File: config.mk
export PLATFORM = sky130hd
export DESIGN_NAME = spc_host_port
export DESIGN_NICKNAME = d
export VERILOG_FILES = /design/src/verilog/spc_pkg.sv /design/src/verilog/spc_rf_if.sv /design/src/verilog/spc_host_port.sv /design/src/verilog/spc_pin_sync.sv /design/src/verilog/spc_reg_file.sv
export SDC_FILE = /design/constraint.sdc
export NUM_CORES = 2
export LEC_CHECK = 0
export BUFFER_PORTS_ARGS = -buffer_cell sky130_fd_sc_hd__buf_2
export CAP_MARGIN = 40
export CELL_PAD_IN_SITES_DETAIL_PLACEMENT = 1
export CELL_PAD_IN_SITES_GLOBAL_PLACEMENT = 2
export CORE_ASPECT_RATIO = 0.5
export CORE_MARGIN = 8
export CORE_UTILIZATION = 25
export CTS_CLUSTER_SIZE = 20
export DETAILED_ROUTE_END_ITERATION = 8
export GPL_ROUTABILITY_DRIVEN = 1
export PLACE_DENSITY_LB_ADDON = 0.1
export SYNTH_ARGS = -nofsm -noshare
export SYNTH_HDL_FRONTEND = slang
export SYNTH_SLANG_ARGS = --single-unit
File: constraint.sdc
create_clock -name core_clk -period 9.1 [get_ports core_clk]
set_clock_uncertainty 0.05 [all_clocks]
set_input_delay 0.455 -clock core_clk [delete_from_list [all_inputs] [get_ports core_clk]]
set_output_delay 0.455 -clock core_clk [all_outputs]
set_load 0.03 [all_outputs]
File: src/verilog/spc_pkg.sv
/*
 * spc_pkg: constants and types for the slave controller host bus port.
 * Assumes a single core_clk domain; host bus pins are asynchronous to it.
 */
package spc_pkg;
    localparam int          REG_FILE_DEPTH   = 256;
    localparam int          GROUP_SIZE       = 16;
    localparam int          HOST_REG_COUNT   = 19;
    localparam logic [7:0]  ADDR_CTRL        = 8'h00;
    localparam logic [7:0]  ADDR_PORT_LO     = 8'h01;
    localparam logic [7:0]  ADDR_PORT_HI     = 8'h03;
    localparam logic [7:0]  ADDR_LIMIT       = 8'h04;
    localparam logic [7:0]  ADDR_INDIR       = 8'h05;
    localparam logic [7:0]  ADDR_HIGH_BASE   = 8'hf0;
    localparam logic [7:0]  ADDR_REG_PTR     = 8'hfd;
    localparam logic [7:0]  RESET_REG_PTR    = 8'h00;
    localparam logic [7:0]  RESET_DATA       = 8'h00;
    localparam int          SYNC_STAGES      = 3;
    localparam int          CORE_CLK_MHZ     = 200;
    localparam int          MIN_HOLD_NS      = 10;
    localparam int          MIN_HOLD_CYCLES  = (MIN_HOLD_NS * CORE_CLK_MHZ + 999) / 1000;

    typedef enum {
        SPC_IDLE,
        SPC_ADDR,
        SPC_WAIT_DS,
        SPC_ACCESS,
        SPC_DONE
    } spc_state_t;

    // true for the 19 locations the host may address directly
    function automatic logic spc_host_visible(input logic [7:0] addr);
        spc_host_visible = (addr == ADDR_CTRL) || (addr == ADDR_LIMIT)
            || (addr == ADDR_INDIR) || (addr >= ADDR_HIGH_BASE);
    endfunction
endpackage

File: src/verilog/spc_rf_if.sv
/*
 * spc_rf_if: register file access channel between bus port and storage.
 * Assumes both ends run on core_clk.
 */
`timescale 1ns/1ps
`default_nettype none
interface spc_rf_if;
    logic       host_we;
    logic [7:0] host_addr;
    logic [7:0] host_wdata;
    logic [7:0] host_rdata;
    logic       core_we;
    logic [7:0] core_addr;
    logic [7:0] core_wdata;
    logic [7:0] core_rdata;
    logic [7:0] reg_ptr;

    modport port
    (
        output host_we,
        output host_addr,
        output host_wdata,
        input  host_rdata,
        output core_we,
        output core_addr,
        output core_wdata,
        input  core_rdata,
        input  reg_ptr
    );
    modport store
    (
        input  host_we,
        input  host_addr,
        input  host_wdata,
        output host_rdata,
        input  core_we,
        input  core_addr,
        input  core_wdata,
        output core_rdata,
        output reg_ptr
    );
endinterface
`default_nettype wire
File: src/verilog/spc_host_port.sv
/*
 * spc_host_port: multiplexed 8-bit host bus port of a slave controller.
 * Holds the bus state machine, wait generation and the internal program port.
 * A combined strobe reset holds the bus logic idle while data strobe is low.
 * Wait is fixed at two core cycles because the register file answers in one.
 * Assumes host pins are asynchronous to core_clk and bus levels are resolved
 * by the surrounding wiring from the output enables.
 */
// Functional notes
// address and data share eight bus lines
// host frames cycle with address strobe rise
// act only if chip select low at rise
// read/write high reads, low writes
// data strobe times the data movement
// both strobes low resets while data strobe low
// wait held low until access completes
// bus pins synchronised into core clock
// 256-byte file shared by host and program
// host reaches only 19 interface registers directly
// program enables or blocks host access
// sixteen groups selected by register pointer
// interface registers at 00, 04, 05, f0-ff
// address latched on address strobe rise
// release wait, then bus after data strobe
`timescale 1ns/1ps
`default_nettype none
module spc_host_port
(
    input  wire logic       core_clk,
    input  wire logic       reset,
    input  wire logic [7:0] shared_bus_lines_in,
    output logic      [7:0] shared_bus_lines_out,
    output logic      [7:0] shared_bus_lines_oe,
    input  wire logic       address_strobe_n,
    input  wire logic       data_strobe_n,
    input  wire logic       chip_select_n,
    input  wire logic       read_write,
    output logic            wait_n_out,
    output logic            wait_n_oe,
    input  wire logic       host_access_enable,
    input  wire logic       core_we,
    input  wire logic [7:0] core_addr,
    input  wire logic [7:0] core_wdata,
    output logic      [7:0] core_rdata,
    output logic      [7:0] reg_ptr,
    output logic            slave_controller_reset,
    output logic            host_write_strobe,
    output logic            host_access_refused
);
    //****************************************
    // synchronisers
    //****************************************
    logic [7:0] bus_s;
    logic [3:0] ctl_s;
    logic       as_n;
    logic       ds_n;
    logic       cs_n;
    logic       rw;
    logic       as_n_d;

    spc_pin_sync #(.WIDTH(8), .INIT(8'h00)) u_bus_sync
    (
        .core_clk (core_clk),
        .reset    (reset),
        .pin      (shared_bus_lines_in),
        .level    (bus_s)
    );
    spc_pin_sync #(.WIDTH(4), .INIT(4'hf)) u_ctl_sync
    (
        .core_clk (core_clk),
        .reset    (reset),
        .pin      ({address_strobe_n, data_strobe_n, chip_select_n, read_write}),
        .level    (ctl_s)
    );

    assign as_n = ctl_s[3];
    assign ds_n = ctl_s[2];
    assign cs_n = ctl_s[1];
    assign rw   = ctl_s[0];

    //****************************************
    // decode
    //****************************************
    spc_rf_if rf();

    spc_reg_file u_reg_file
    (
        .core_clk (core_clk),
        .reset    (reset),
        .rf       (rf.store)
    );

    spc_pkg::spc_state_t state;
    spc_pkg::spc_state_t next_state;
    logic [7:0] addr;
    logic       is_read;
    logic       selected;
    logic       as_rise;
    logic       strobe_reset;
    logic       addr_ok;
    logic       do_write;
    logic       ds_rise;
    logic       ds_n_d;
    logic [7:0] next_bus_out;
    logic [7:0] next_addr;
    logic       next_is_read;
    logic       next_selected;
    logic       next_wait_oe;
    logic       next_refused;
    logic       drive_read;
    logic       sreset_hold;
    logic       next_sreset_hold;
    logic       sreset_now;
    logic       bus_reset;

    //****************************************
    // strobe decode
    //****************************************
    assign as_rise          = as_n && !as_n_d;
    assign ds_rise          = ds_n && !ds_n_d;
    assign strobe_reset     = !as_n && !ds_n;
    // once entered, strobe reset lasts until data strobe rises
    assign sreset_now       = strobe_reset || (sreset_hold && !ds_n);
    assign next_sreset_hold = sreset_now;
    assign bus_reset        = reset || sreset_now;

    //****************************************
    // access decode
    //****************************************
    // refused pulse marks a selected access to a hidden or blocked location
    assign addr_ok       = spc_pkg::spc_host_visible(addr) && host_access_enable;
    assign do_write      = (state == spc_pkg::SPC_ACCESS) && !is_read && addr_ok;
    assign next_addr     = as_rise ? bus_s : addr;
    assign next_is_read  = as_rise ? rw : is_read;
    assign next_selected = as_rise ? !cs_n : selected;
    assign next_wait_oe  = (next_state == spc_pkg::SPC_ACCESS)
                           || (next_state == spc_pkg::SPC_ADDR);
    assign next_refused  = (state == spc_pkg::SPC_ACCESS) && !addr_ok;
    assign drive_read    = (state == spc_pkg::SPC_ADDR) && is_read && selected;

    //****************************************
    // register file port
    //****************************************
    assign rf.host_we    = do_write;
    assign rf.host_addr  = addr;
    assign rf.host_wdata = bus_s;
    assign rf.core_we    = core_we;
    assign rf.core_addr  = core_addr;
    assign rf.core_wdata = core_wdata;
    assign next_bus_out  = addr_ok ? rf.host_rdata : spc_pkg::RESET_DATA;

    //****************************************
    // bus state machine
    //****************************************
    always_comb
    begin
        next_state = state;
        case (state)
            spc_pkg::SPC_IDLE:
                if (as_rise && !cs_n)
                    next_state = spc_pkg::SPC_WAIT_DS;
            spc_pkg::SPC_WAIT_DS:
                if (!ds_n)
                    next_state = spc_pkg::SPC_ACCESS;
                else if (as_rise)
                    next_state = cs_n ? spc_pkg::SPC_IDLE : spc_pkg::SPC_WAIT_DS;
            spc_pkg::SPC_ACCESS:
                next_state = spc_pkg::SPC_ADDR;
            spc_pkg::SPC_ADDR:
                next_state = spc_pkg::SPC_DONE;
            spc_pkg::SPC_DONE:
                if (ds_rise || ds_n)
                    next_state = spc_pkg::SPC_IDLE;
            default:
                next_state = spc_pkg::SPC_IDLE;
        endcase
    end

    //****************************************
    // bus state and strobe history
    //****************************************
    always_ff @(posedge core_clk)
    begin
        if (bus_reset)
            state <= spc_pkg::SPC_IDLE;
        else
            state <= next_state;
    end

    // history resets to the idle level so no false edge follows a reset
    always_ff @(posedge core_clk)
    begin
        if (bus_reset)
        begin
            as_n_d <= 1'b1;
            ds_n_d <= 1'b1;
        end
        else
        begin
            as_n_d <= as_n;
            ds_n_d <= ds_n;
        end
    end

    //****************************************
    // transaction capture
    //****************************************
    // address and direction are taken only on the address strobe rise
    always_ff @(posedge core_clk)
    begin
        if (bus_reset)
        begin
            addr     <= spc_pkg::RESET_DATA;
            is_read  <= 1'b0;
            selected <= 1'b0;
        end
        else
        begin
            addr     <= next_addr;
            is_read  <= next_is_read;
            selected <= next_selected;
        end
    end

    // hold host from strobe until our side finishes
    always_ff @(posedge core_clk)
    begin
        if (bus_reset)
            wait_n_oe <= 1'b0;
        else
            wait_n_oe <= next_wait_oe;
    end

    // one-cycle pulse as a host write lands
    always_ff @(posedge core_clk)
    begin
        if (bus_reset)
            host_write_strobe <= 1'b0;
        else
            host_write_strobe <= do_write;
    end

    always_ff @(posedge core_clk)
    begin
        if (bus_reset)
            host_access_refused <= 1'b0;
        else
            host_access_refused <= next_refused;
    end

    //****************************************
    // read data drive
    //****************************************
    // drive read data until data strobe is seen high
    always_ff @(posedge core_clk)
    begin
        if (bus_reset)
        begin
            shared_bus_lines_out <= spc_pkg::RESET_DATA;
            shared_bus_lines_oe  <= 8'h00;
        end
        else if (drive_read)
        begin
            shared_bus_lines_out <= next_bus_out;
            shared_bus_lines_oe  <= 8'hff;
        end
        else if (ds_n)
        begin
            shared_bus_lines_oe  <= 8'h00;
        end
    end

    //****************************************
    // reset status and program port
    //****************************************
    // wait is open drain: the pin level is fixed low, only its enable moves
    always_ff @(posedge core_clk)
    begin
        if (reset)
        begin
            sreset_hold            <= 1'b0;
            slave_controller_reset <= 1'b1;
            wait_n_out             <= 1'b0;
        end
        else
        begin
            sreset_hold            <= next_sreset_hold;
            slave_controller_reset <= sreset_now;
            wait_n_out             <= 1'b0;
        end
    end

    // program read data and pointer, registered for the pins
    always_ff @(posedge core_clk)
    begin
        if (reset)
        begin
            core_rdata <= spc_pkg::RESET_DATA;
            reg_ptr    <= spc_pkg::RESET_REG_PTR;
        end
        else
        begin
            core_rdata <= rf.core_rdata;
            reg_ptr    <= rf.reg_ptr;
        end
    end
endmodule // spc_host_port
`default_nettype wire

File: src/verilog/spc_pin_sync.sv
/*
 * spc_pin_sync: three-stage synchroniser with agreement filter.
 * Assumes the input is asynchronous to core_clk.
 */
`timescale 1ns/1ps
`default_nettype none
module spc_pin_sync
#(
    parameter int          WIDTH = 1,
    parameter logic [WIDTH-1:0] INIT  = '0
)
(
    input  wire logic             core_clk,
    input  wire logic             reset,
    input  wire logic [WIDTH-1:0] pin,
    output logic      [WIDTH-1:0] level
);
    logic [WIDTH-1:0] stage1;
    logic [WIDTH-1:0] stage2;
    logic [WIDTH-1:0] stage3;
    logic [WIDTH-1:0] agree;
    logic [WIDTH-1:0] next_level;

    assign agree      = ~(stage2 ^ stage3);
    assign next_level = (agree & stage3) | (~agree & level);

    always_ff @(posedge core_clk)
    begin
        if (reset)
        begin
            stage1 <= INIT;
            stage2 <= INIT;
            stage3 <= INIT;
            level  <= INIT;
        end
        else
        begin
            stage1 <= pin;
            stage2 <= stage1;
            stage3 <= stage2;
            level  <= next_level;
        end
    end
endmodule // spc_pin_sync
`default_nettype wire

File: src/verilog/spc_reg_file.sv
/*
 * spc_reg_file: 256-byte register file, 16 groups of 16 working registers.
 * Assumes the core side wins a same-cycle write collision.
 */
`timescale 1ns/1ps
`default_nettype none
module spc_reg_file
#(
    parameter int DEPTH = spc_pkg::REG_FILE_DEPTH
)
(
    input  wire logic core_clk,
    input  wire logic reset,
    spc_rf_if.store   rf
);
    logic [7:0] mem [DEPTH];
    logic [7:0] reg_ptr;
    logic       ptr_from_core;
    logic       ptr_from_host;

    assign ptr_from_core = rf.core_we && (rf.core_addr == spc_pkg::ADDR_REG_PTR);
    assign ptr_from_host = rf.host_we && (rf.host_addr == spc_pkg::ADDR_REG_PTR);
    assign rf.reg_ptr    = reg_ptr;

    always_ff @(posedge core_clk)
    begin
        if (rf.host_we && !(rf.core_we && rf.core_addr == rf.host_addr))
            mem[rf.host_addr] <= rf.host_wdata;
        if (rf.core_we)
            mem[rf.core_addr] <= rf.core_wdata;
        rf.host_rdata <= mem[rf.host_addr];
        rf.core_rdata <= mem[rf.core_addr];
    end

    // pointer copy kept for short-format group selection
    always_ff @(posedge core_clk)
    begin
        if (reset)
            reg_ptr <= spc_pkg::RESET_REG_PTR;
        else if (ptr_from_core)
            reg_ptr <= rf.core_wdata;
        else if (ptr_from_host)
            reg_ptr <= rf.host_wdata;
    end
endmodule // spc_reg_file
`default_nettype wire

=== Word-level counts from Yosys, hierarchy flattened ===
Memories as Yosys holds them, arrays and structs flattened. A register that Yosys moved wholly into a read port is not among the register bits.
Cells that the tools add are included.

* Register bits: 137
* Memory bits (writable): 2048
* Output and inout port bits: 37
* Memories kept: 1

{| class="wikitable"
|+ Memories
! name !! words !! bits a word !! rd ports !! clocked after Yosys merged registers in !! write ports !! RTL line !! source
|-
| u_reg_file.mem || 256 || 8 || 2 || 2 || 2 || spc_reg_file.sv:16 || <nowiki>logic [7:0] mem [DEPTH];</nowiki>
|}

* $lt $le $gt $ge: 1
* Equality and inequality tests: 13
* Muxes and demuxes: 15
* Bitwise logic cells: 12
* Reductions and logical operators: 34

{| class="wikitable"
|+ Operators with widths
! operator !! number
|-
| $pmux W32 S5 || 1
|-
| $eq A32 B2 Y1 const B || 4
|-
| $mux W32 || 4
|-
| $eq A32 B3 Y1 const B || 3
|-
| $mux W8 || 5
|-
| $eq A32 B1 Y1 const B || 1
|-
| $logic_not A32 Y1 || 1
|-
| $and A8 B8 Y8 || 2
|-
| $eq A8 B3 Y1 const B || 2
|-
| $eq A8 B8 Y1 const B || 2
|-
| $not A8 Y8 || 2
|-
| $logic_and A1 B1 Y1 || 15
|-
| $and A4 B4 Y4 || 2
|-
| $eq A8 B8 Y1 || 1
|-
| $ge A8 B8 Y1 const B || 1
|-
| $logic_not A1 Y1 || 8
|-
| $logic_not A8 Y1 || 1
|-
| $not A4 Y4 || 2
|-
| $or A8 B8 Y8 || 1
|-
| $xor A8 B8 Y8 || 1
|-
| $logic_or A1 B1 Y1 || 7
|-
| $mux W1 || 4
|-
| $or A4 B4 Y4 || 1
|-
| $reduce_bool A2 Y1 || 2
|-
| other kinds (2) || 2
|}

=== Logic depth before layout (Yosys ltp) ===
* Depth after elaboration: 9
* Mapped depth: 12

=== By module ===
Synthesis repeated with hierarchy kept, for this count alone.

* Cells, all modules: 7961
* Area total of the unflattened synthesis: 125342.7 µm²

{| class="wikitable"
|+ Modules (own cells, without submodules)
! module !! instances !! cells an instance !! area each (µm²) !! seq. area each (µm²)
|-
| spc_reg_file || 1 || 7631 || 121693.0 || 61979.4
|-
| spc_host_port || 1 || 206 || 2254.7 || 1461.4
|-
| spc_pin_sync (u_bus_sync) || 1 || 83 || 923.4 || 640.6
|-
| spc_pin_sync (u_ctl_sync) || 1 || 41 || 471.7 || 320.3
|}

=== Least setup slack after synthesis ===
Ideal clock, no wire load.

* Path type: input to register
* Start point: in core_addr[0]
* End point: mem u_reg_file.mem[240][0], enable pin
* Setup time: 387 ps
* Data arrival time: 2807 ps
* Required time: 8663 ps
* Path slack: 5856 ps
* Stages: 12
* Path buffers: 5
* Cells stage by stage: buf_6 buf_6 buf_4 buf_6 buf_4 xnor2_1 nand4_1 nor4_1 and3_1 nor3_1 nand2_1 o31ai_1

{| class="wikitable"
|+ RTL lines
! what !! RTL line !! source
|-
| start, declared || spc_host_port.sv:42 || <nowiki>input wire logic [7:0] core_addr,</nowiki>
|-
| end, declared || spc_reg_file.sv:16 ||
|}

==> results.md <==
* Outcome: complete, no violations
* Warnings from Yosys at 0
* Max-slew headroom at 13.82%
* Number of violations reported at the end of detailed-routing iteration 0 at 8833
* Sequential share of power at 48.7%
* CP required at 9.91 ns
* Final count of hold timing violations at 0
* Last weighted congestion value of the routability-driven placer at 0.8569
* Fill cell instance count of the final layout at 51670
* Data arrival, critical path at 5.71 ns
* Async set or reset register ratio after synthesis at 0%
* Leading cell type in the layout, fill and taps excluded: sky130_fd_sc_hd__mux2_2
* Final period util at 53.88%
* Number of antenna violations at the first check in global routing at 81
* Pre-Repair DR Iteration Count at 5
* Number of maximum-capacitance constraint violations at 0
* Switching Fraction at 24.62%
* Die outline area at 0.5270 sq mm
* Core region area at 0.5017 sq mm
* Global-route wire length before repair at 758100 microns
* Predominant post-synthesis flop cell: sky130_fd_sc_hd__edfxtp_1
* DRC errors left at 0
* Largest registers in the final layout: u_reg_file.mem: 2048 flops, state: 32 flops
* Number of flip-flops in the largest register at 2048
* Aggregate negative setup slack at 0 ns
* Post-synthesis instance area at 0.1257 sq mm
* Final setup fails at 0
* Cell with the largest stage delay on the worst path: sky130_fd_sc_hd__dfxtp_4
* Power density normalized to cell area at 155.2 mW/mm^2
* Post-layout minimum cycle time at 4.903 ns
* Number of buffers inserted by port buffering at 67
* Final routed wirelength across all metal layers at 569400 microns
* Top cells by area, synth: sky130_fd_sc_hd__edfxtp_1 (49%), sky130_fd_sc_hd__mux4_2 (21%), sky130_fd_sc_hd__mux2_2 (18%), sky130_fd_sc_hd__dfxtp_1 (2.3%), sky130_fd_sc_hd__clkbuf_1 (1.8%)
* Ratio of routed vias to standard cells at 5.378
* Critical setup path kind: flip-flop to flip-flop
* Hold slack final at 0.1189 ns
* HP Class: input pin to flip-flop
* Max IR drop VDD at 0.1967 mV
* Unrepaired setup endpoints after global routing: false
* Filler-free cell count of the finished design at 14520
* # IOs at 69
* Clock buffer count from CTS at 248
* Proportion of layout cells with a drive suffix above 1 at 56.56%
* Total global-route track usage at 21.05%
* Routed length per instance at 39.22 microns
* Layout Nets at 7639
* Number of standard cells after synthesis at 7584
* CTS Root Buffer Type: sky130_fd_sc_hd__clkbuf_16
* Leakage Power at 48.59 nW
* Clock tree from TritonCTS: built
* Cells along the critical path: buf_12 > buf_12 > mux4_2 > mux4_2 > a32o_1 > a221oi_2 > nand4_1 > a211o_1
* Maximum cell stage delay along the critical path at 0.75 ns
* Critical path endpoint category: flip-flop
* Share of the synthesized area in the top cell type at 48.94%
* Launching element type of the critical path: flip-flop
* Share of power burned in combinational logic at 5.9%
* Count of flip-flops with a built-in enable after synthesis at 2048
* Count of antenna-violating nets left after detailed routing at 0
* Tightest Pin Transition at 1.293 ns
* Final slew viol count at 0
* Cell variety after synth at 73
* Post-Place Setup Slack at 3.884 ns
* Area growth from synthesis to layout at 14.90%
* Largest buffer count on any clock path at 4
* Number of storage elements in the synthesis netlist at 2193
* DIE WIDTH at 1019 microns
* Chip Height at 517.3 microns
* Detailed placement HPWL at 384700 microns
* Via total after detailed routing at 78080
* Total overflow reported by the global router at 0
* Clk pwr share at 45.4%
* Number of rows created at floorplan at 184
* Biggest register: u_reg_file.mem
* Top achievable clock speed at 204.0 MHz
* Sequential area share after synthesis at 51.25%
* Library cell occupying the most area in the post-synthesis netlist: sky130_fd_sc_hd__edfxtp_1
* Commonest cells after routing, fill and taps aside: sky130_fd_sc_hd__mux2_2 (2060), sky130_fd_sc_hd__edfxtp_1 (2048), sky130_fd_sc_hd__mux4_2 (1164)
* Biggest fanout along the worst timing path at 77
* Clock transition at the registers of the reported paths at 0.06 ns
* Net Sw Power at 5.516 mW
* Total number of H-tree levels at 4
* Insertion delay of the later-clocked pin in the worst-skew pair at 0.97 ns
* Number of cells after detailed placement at 14040
* Worst hold path cell count at 2
* Starting density of the core at 25.05%
* Mean cell area of the mapped netlist at 16.57 sq um
* R2R cell count at 8
* Maximum number of pins on one net before global-route repair at 129
* Final worst slack at 4.197 ns
* Via count of the first global-routing pass at 76950
* Internal power of the cells at 16.89 mW
* Pwr Total at 22.41 mW
* Number of sinks handled by clock tree synthesis at 2193
routing by layer:
metal / part of all wire, % / wire [microns] / global-route usage (%) / up-vias
met4: 1.8 / 10270 / 3.524 / 8
met2: 43 / 246200 / 31.66 / 2489
li1: - / - / - / 31080
met3: 6.4 / 36290 / 3.493 / 459
met1: 49 / 276500 / 32.03 / 44040
met5: 0.0090 / 51 / 0 / -
per-stage QoR:
step | utilization (%) | cell area (sq um)
global placement | 26.76 | 134200
finish | 28.78 | 144400
CTS | 28.77 | 144300
floorplan | - | 125800
detailed placement | 27.21 | 136500
global route | 28.78 | 144400
cell usage after synthesis, types with 3 or more instances:
cell type,n
sky130_fd_sc_hd__a2111oi_0,7
sky130_fd_sc_hd__a211o_1,3
sky130_fd_sc_hd__a211oi_1,8
sky130_fd_sc_hd__a21oi_1,58
sky130_fd_sc_hd__a221oi_1,20
sky130_fd_sc_hd__a22o_1,21
sky130_fd_sc_hd__a22oi_1,42
sky130_fd_sc_hd__a31oi_1,10
sky130_fd_sc_hd__a32o_1,3
sky130_fd_sc_hd__and2_1,5
sky130_fd_sc_hd__and3_1,8
sky130_fd_sc_hd__buf_1,46
sky130_fd_sc_hd__buf_2,138
sky130_fd_sc_hd__buf_4,62
sky130_fd_sc_hd__buf_6,36
sky130_fd_sc_hd__clkbuf_1,586
sky130_fd_sc_hd__dfxtp_1,145
sky130_fd_sc_hd__edfxtp_1,2048
sky130_fd_sc_hd__inv_1,42
sky130_fd_sc_hd__mux2_2,2060
sky130_fd_sc_hd__mux2i_1,159
sky130_fd_sc_hd__mux4_2,1164
sky130_fd_sc_hd__nand2_1,194
sky130_fd_sc_hd__nand2b_1,16
sky130_fd_sc_hd__nand3_1,60
sky130_fd_sc_hd__nand4_1,21
sky130_fd_sc_hd__nor2_1,153
sky130_fd_sc_hd__nor2_2,136
sky130_fd_sc_hd__nor2b_1,72
sky130_fd_sc_hd__nor3_1,47
sky130_fd_sc_hd__nor3b_1,7
sky130_fd_sc_hd__nor4_1,24
sky130_fd_sc_hd__o2111ai_1,7
sky130_fd_sc_hd__o21ai_0,36
sky130_fd_sc_hd__o21bai_1,6
sky130_fd_sc_hd__o22ai_1,38
sky130_fd_sc_hd__o31ai_1,8
sky130_fd_sc_hd__o32ai_1,18
sky130_fd_sc_hd__or2_2,12
sky130_fd_sc_hd__or3_1,6
sky130_fd_sc_hd__or4_1,4
sky130_fd_sc_hd__xnor2_1,5
sky130_fd_sc_hd__xor2_1,3
layout make-up:
| class | count | area, sq um | area share, % |
|---|---|---|---|
| sequential | 2193 | 64450 | 44.64 |
| tap | 6696 | 8378 | 5.802 |
| clock buffer | 330 | 6719 | 4.653 |
| multi-input combinational | 4507 | 57620 | 39.91 |
| inverter | 43 | 168.9 | 0.1170 |
| antenna | 15 | 37.54 | 0.02600 |
| clock inverter | 120 | 963.4 | 0.6672 |
| timing repair buffer | 614 | 6050 | 4.190 |
path summary, 6_finish.rpt:
check | startpoint | to | slack [ns]
max | addr[0]$_SDFFE_PP0P_ | u_reg_file.rf.host_rdata[1]$_DFF_P_ | 4.20
min | core_wdata[5] | u_reg_file.mem[157][5]$_DFFE_PP_ | 0.12
max reg2reg | addr[0]$_SDFFE_PP0P_ | u_reg_file.rf.host_rdata[1]$_DFF_P_ | 4.20
min reg2reg | u_ctl_sync.stage1[1]$_SDFF_PP1_ | u_ctl_sync.stage2[1]$_SDFF_PP1_ | 0.36
critical path: cells and delay by family (launching register included):
family | cells | cell delay, ns
compound gates | 3 | 1.07
buf+inv | 2 | 0.97
flops | 1 | 0.75
mux | 2 | 1.31
simple gates | 1 | 0.21
power groups by stage:
stage                     logic, mW  clock network (mW)  registers, mW
after floorplan               0.676                   0           11.1
after global placement         1.30                   0           11.1
after detailed placement       1.32                   0           11.1
after CTS                      1.33                10.5           10.9
after global routing           1.36                10.8           10.9
final                          1.32                10.2           10.9
what timing repair did:
action                                  4_1_cts  5_1_grt
setup buffers                                 0        0
endpoints found under the setup margin        0        0
resized for setup                             0        0
endpoints found under the hold margin        28        0
hold buffers                                 16        0
kinds of logic (layout without fill, tap and decap cells):
family | Yosys count | count (layout) | synth area share, %
buf+inv | 913 | 1107 | 3.287
compound gates | 308 | 308 | 1.716
simple gates | 778 | 778 | 3.104
xor+xnor | 8 | 8 | 0.05576
other cells | 1 | 45 | 0.002984
flops | 2193 | 2193 | 51.25
mux | 3383 | 3383 | 40.59
No activity file was read; power rests on OpenSTA's default activity.
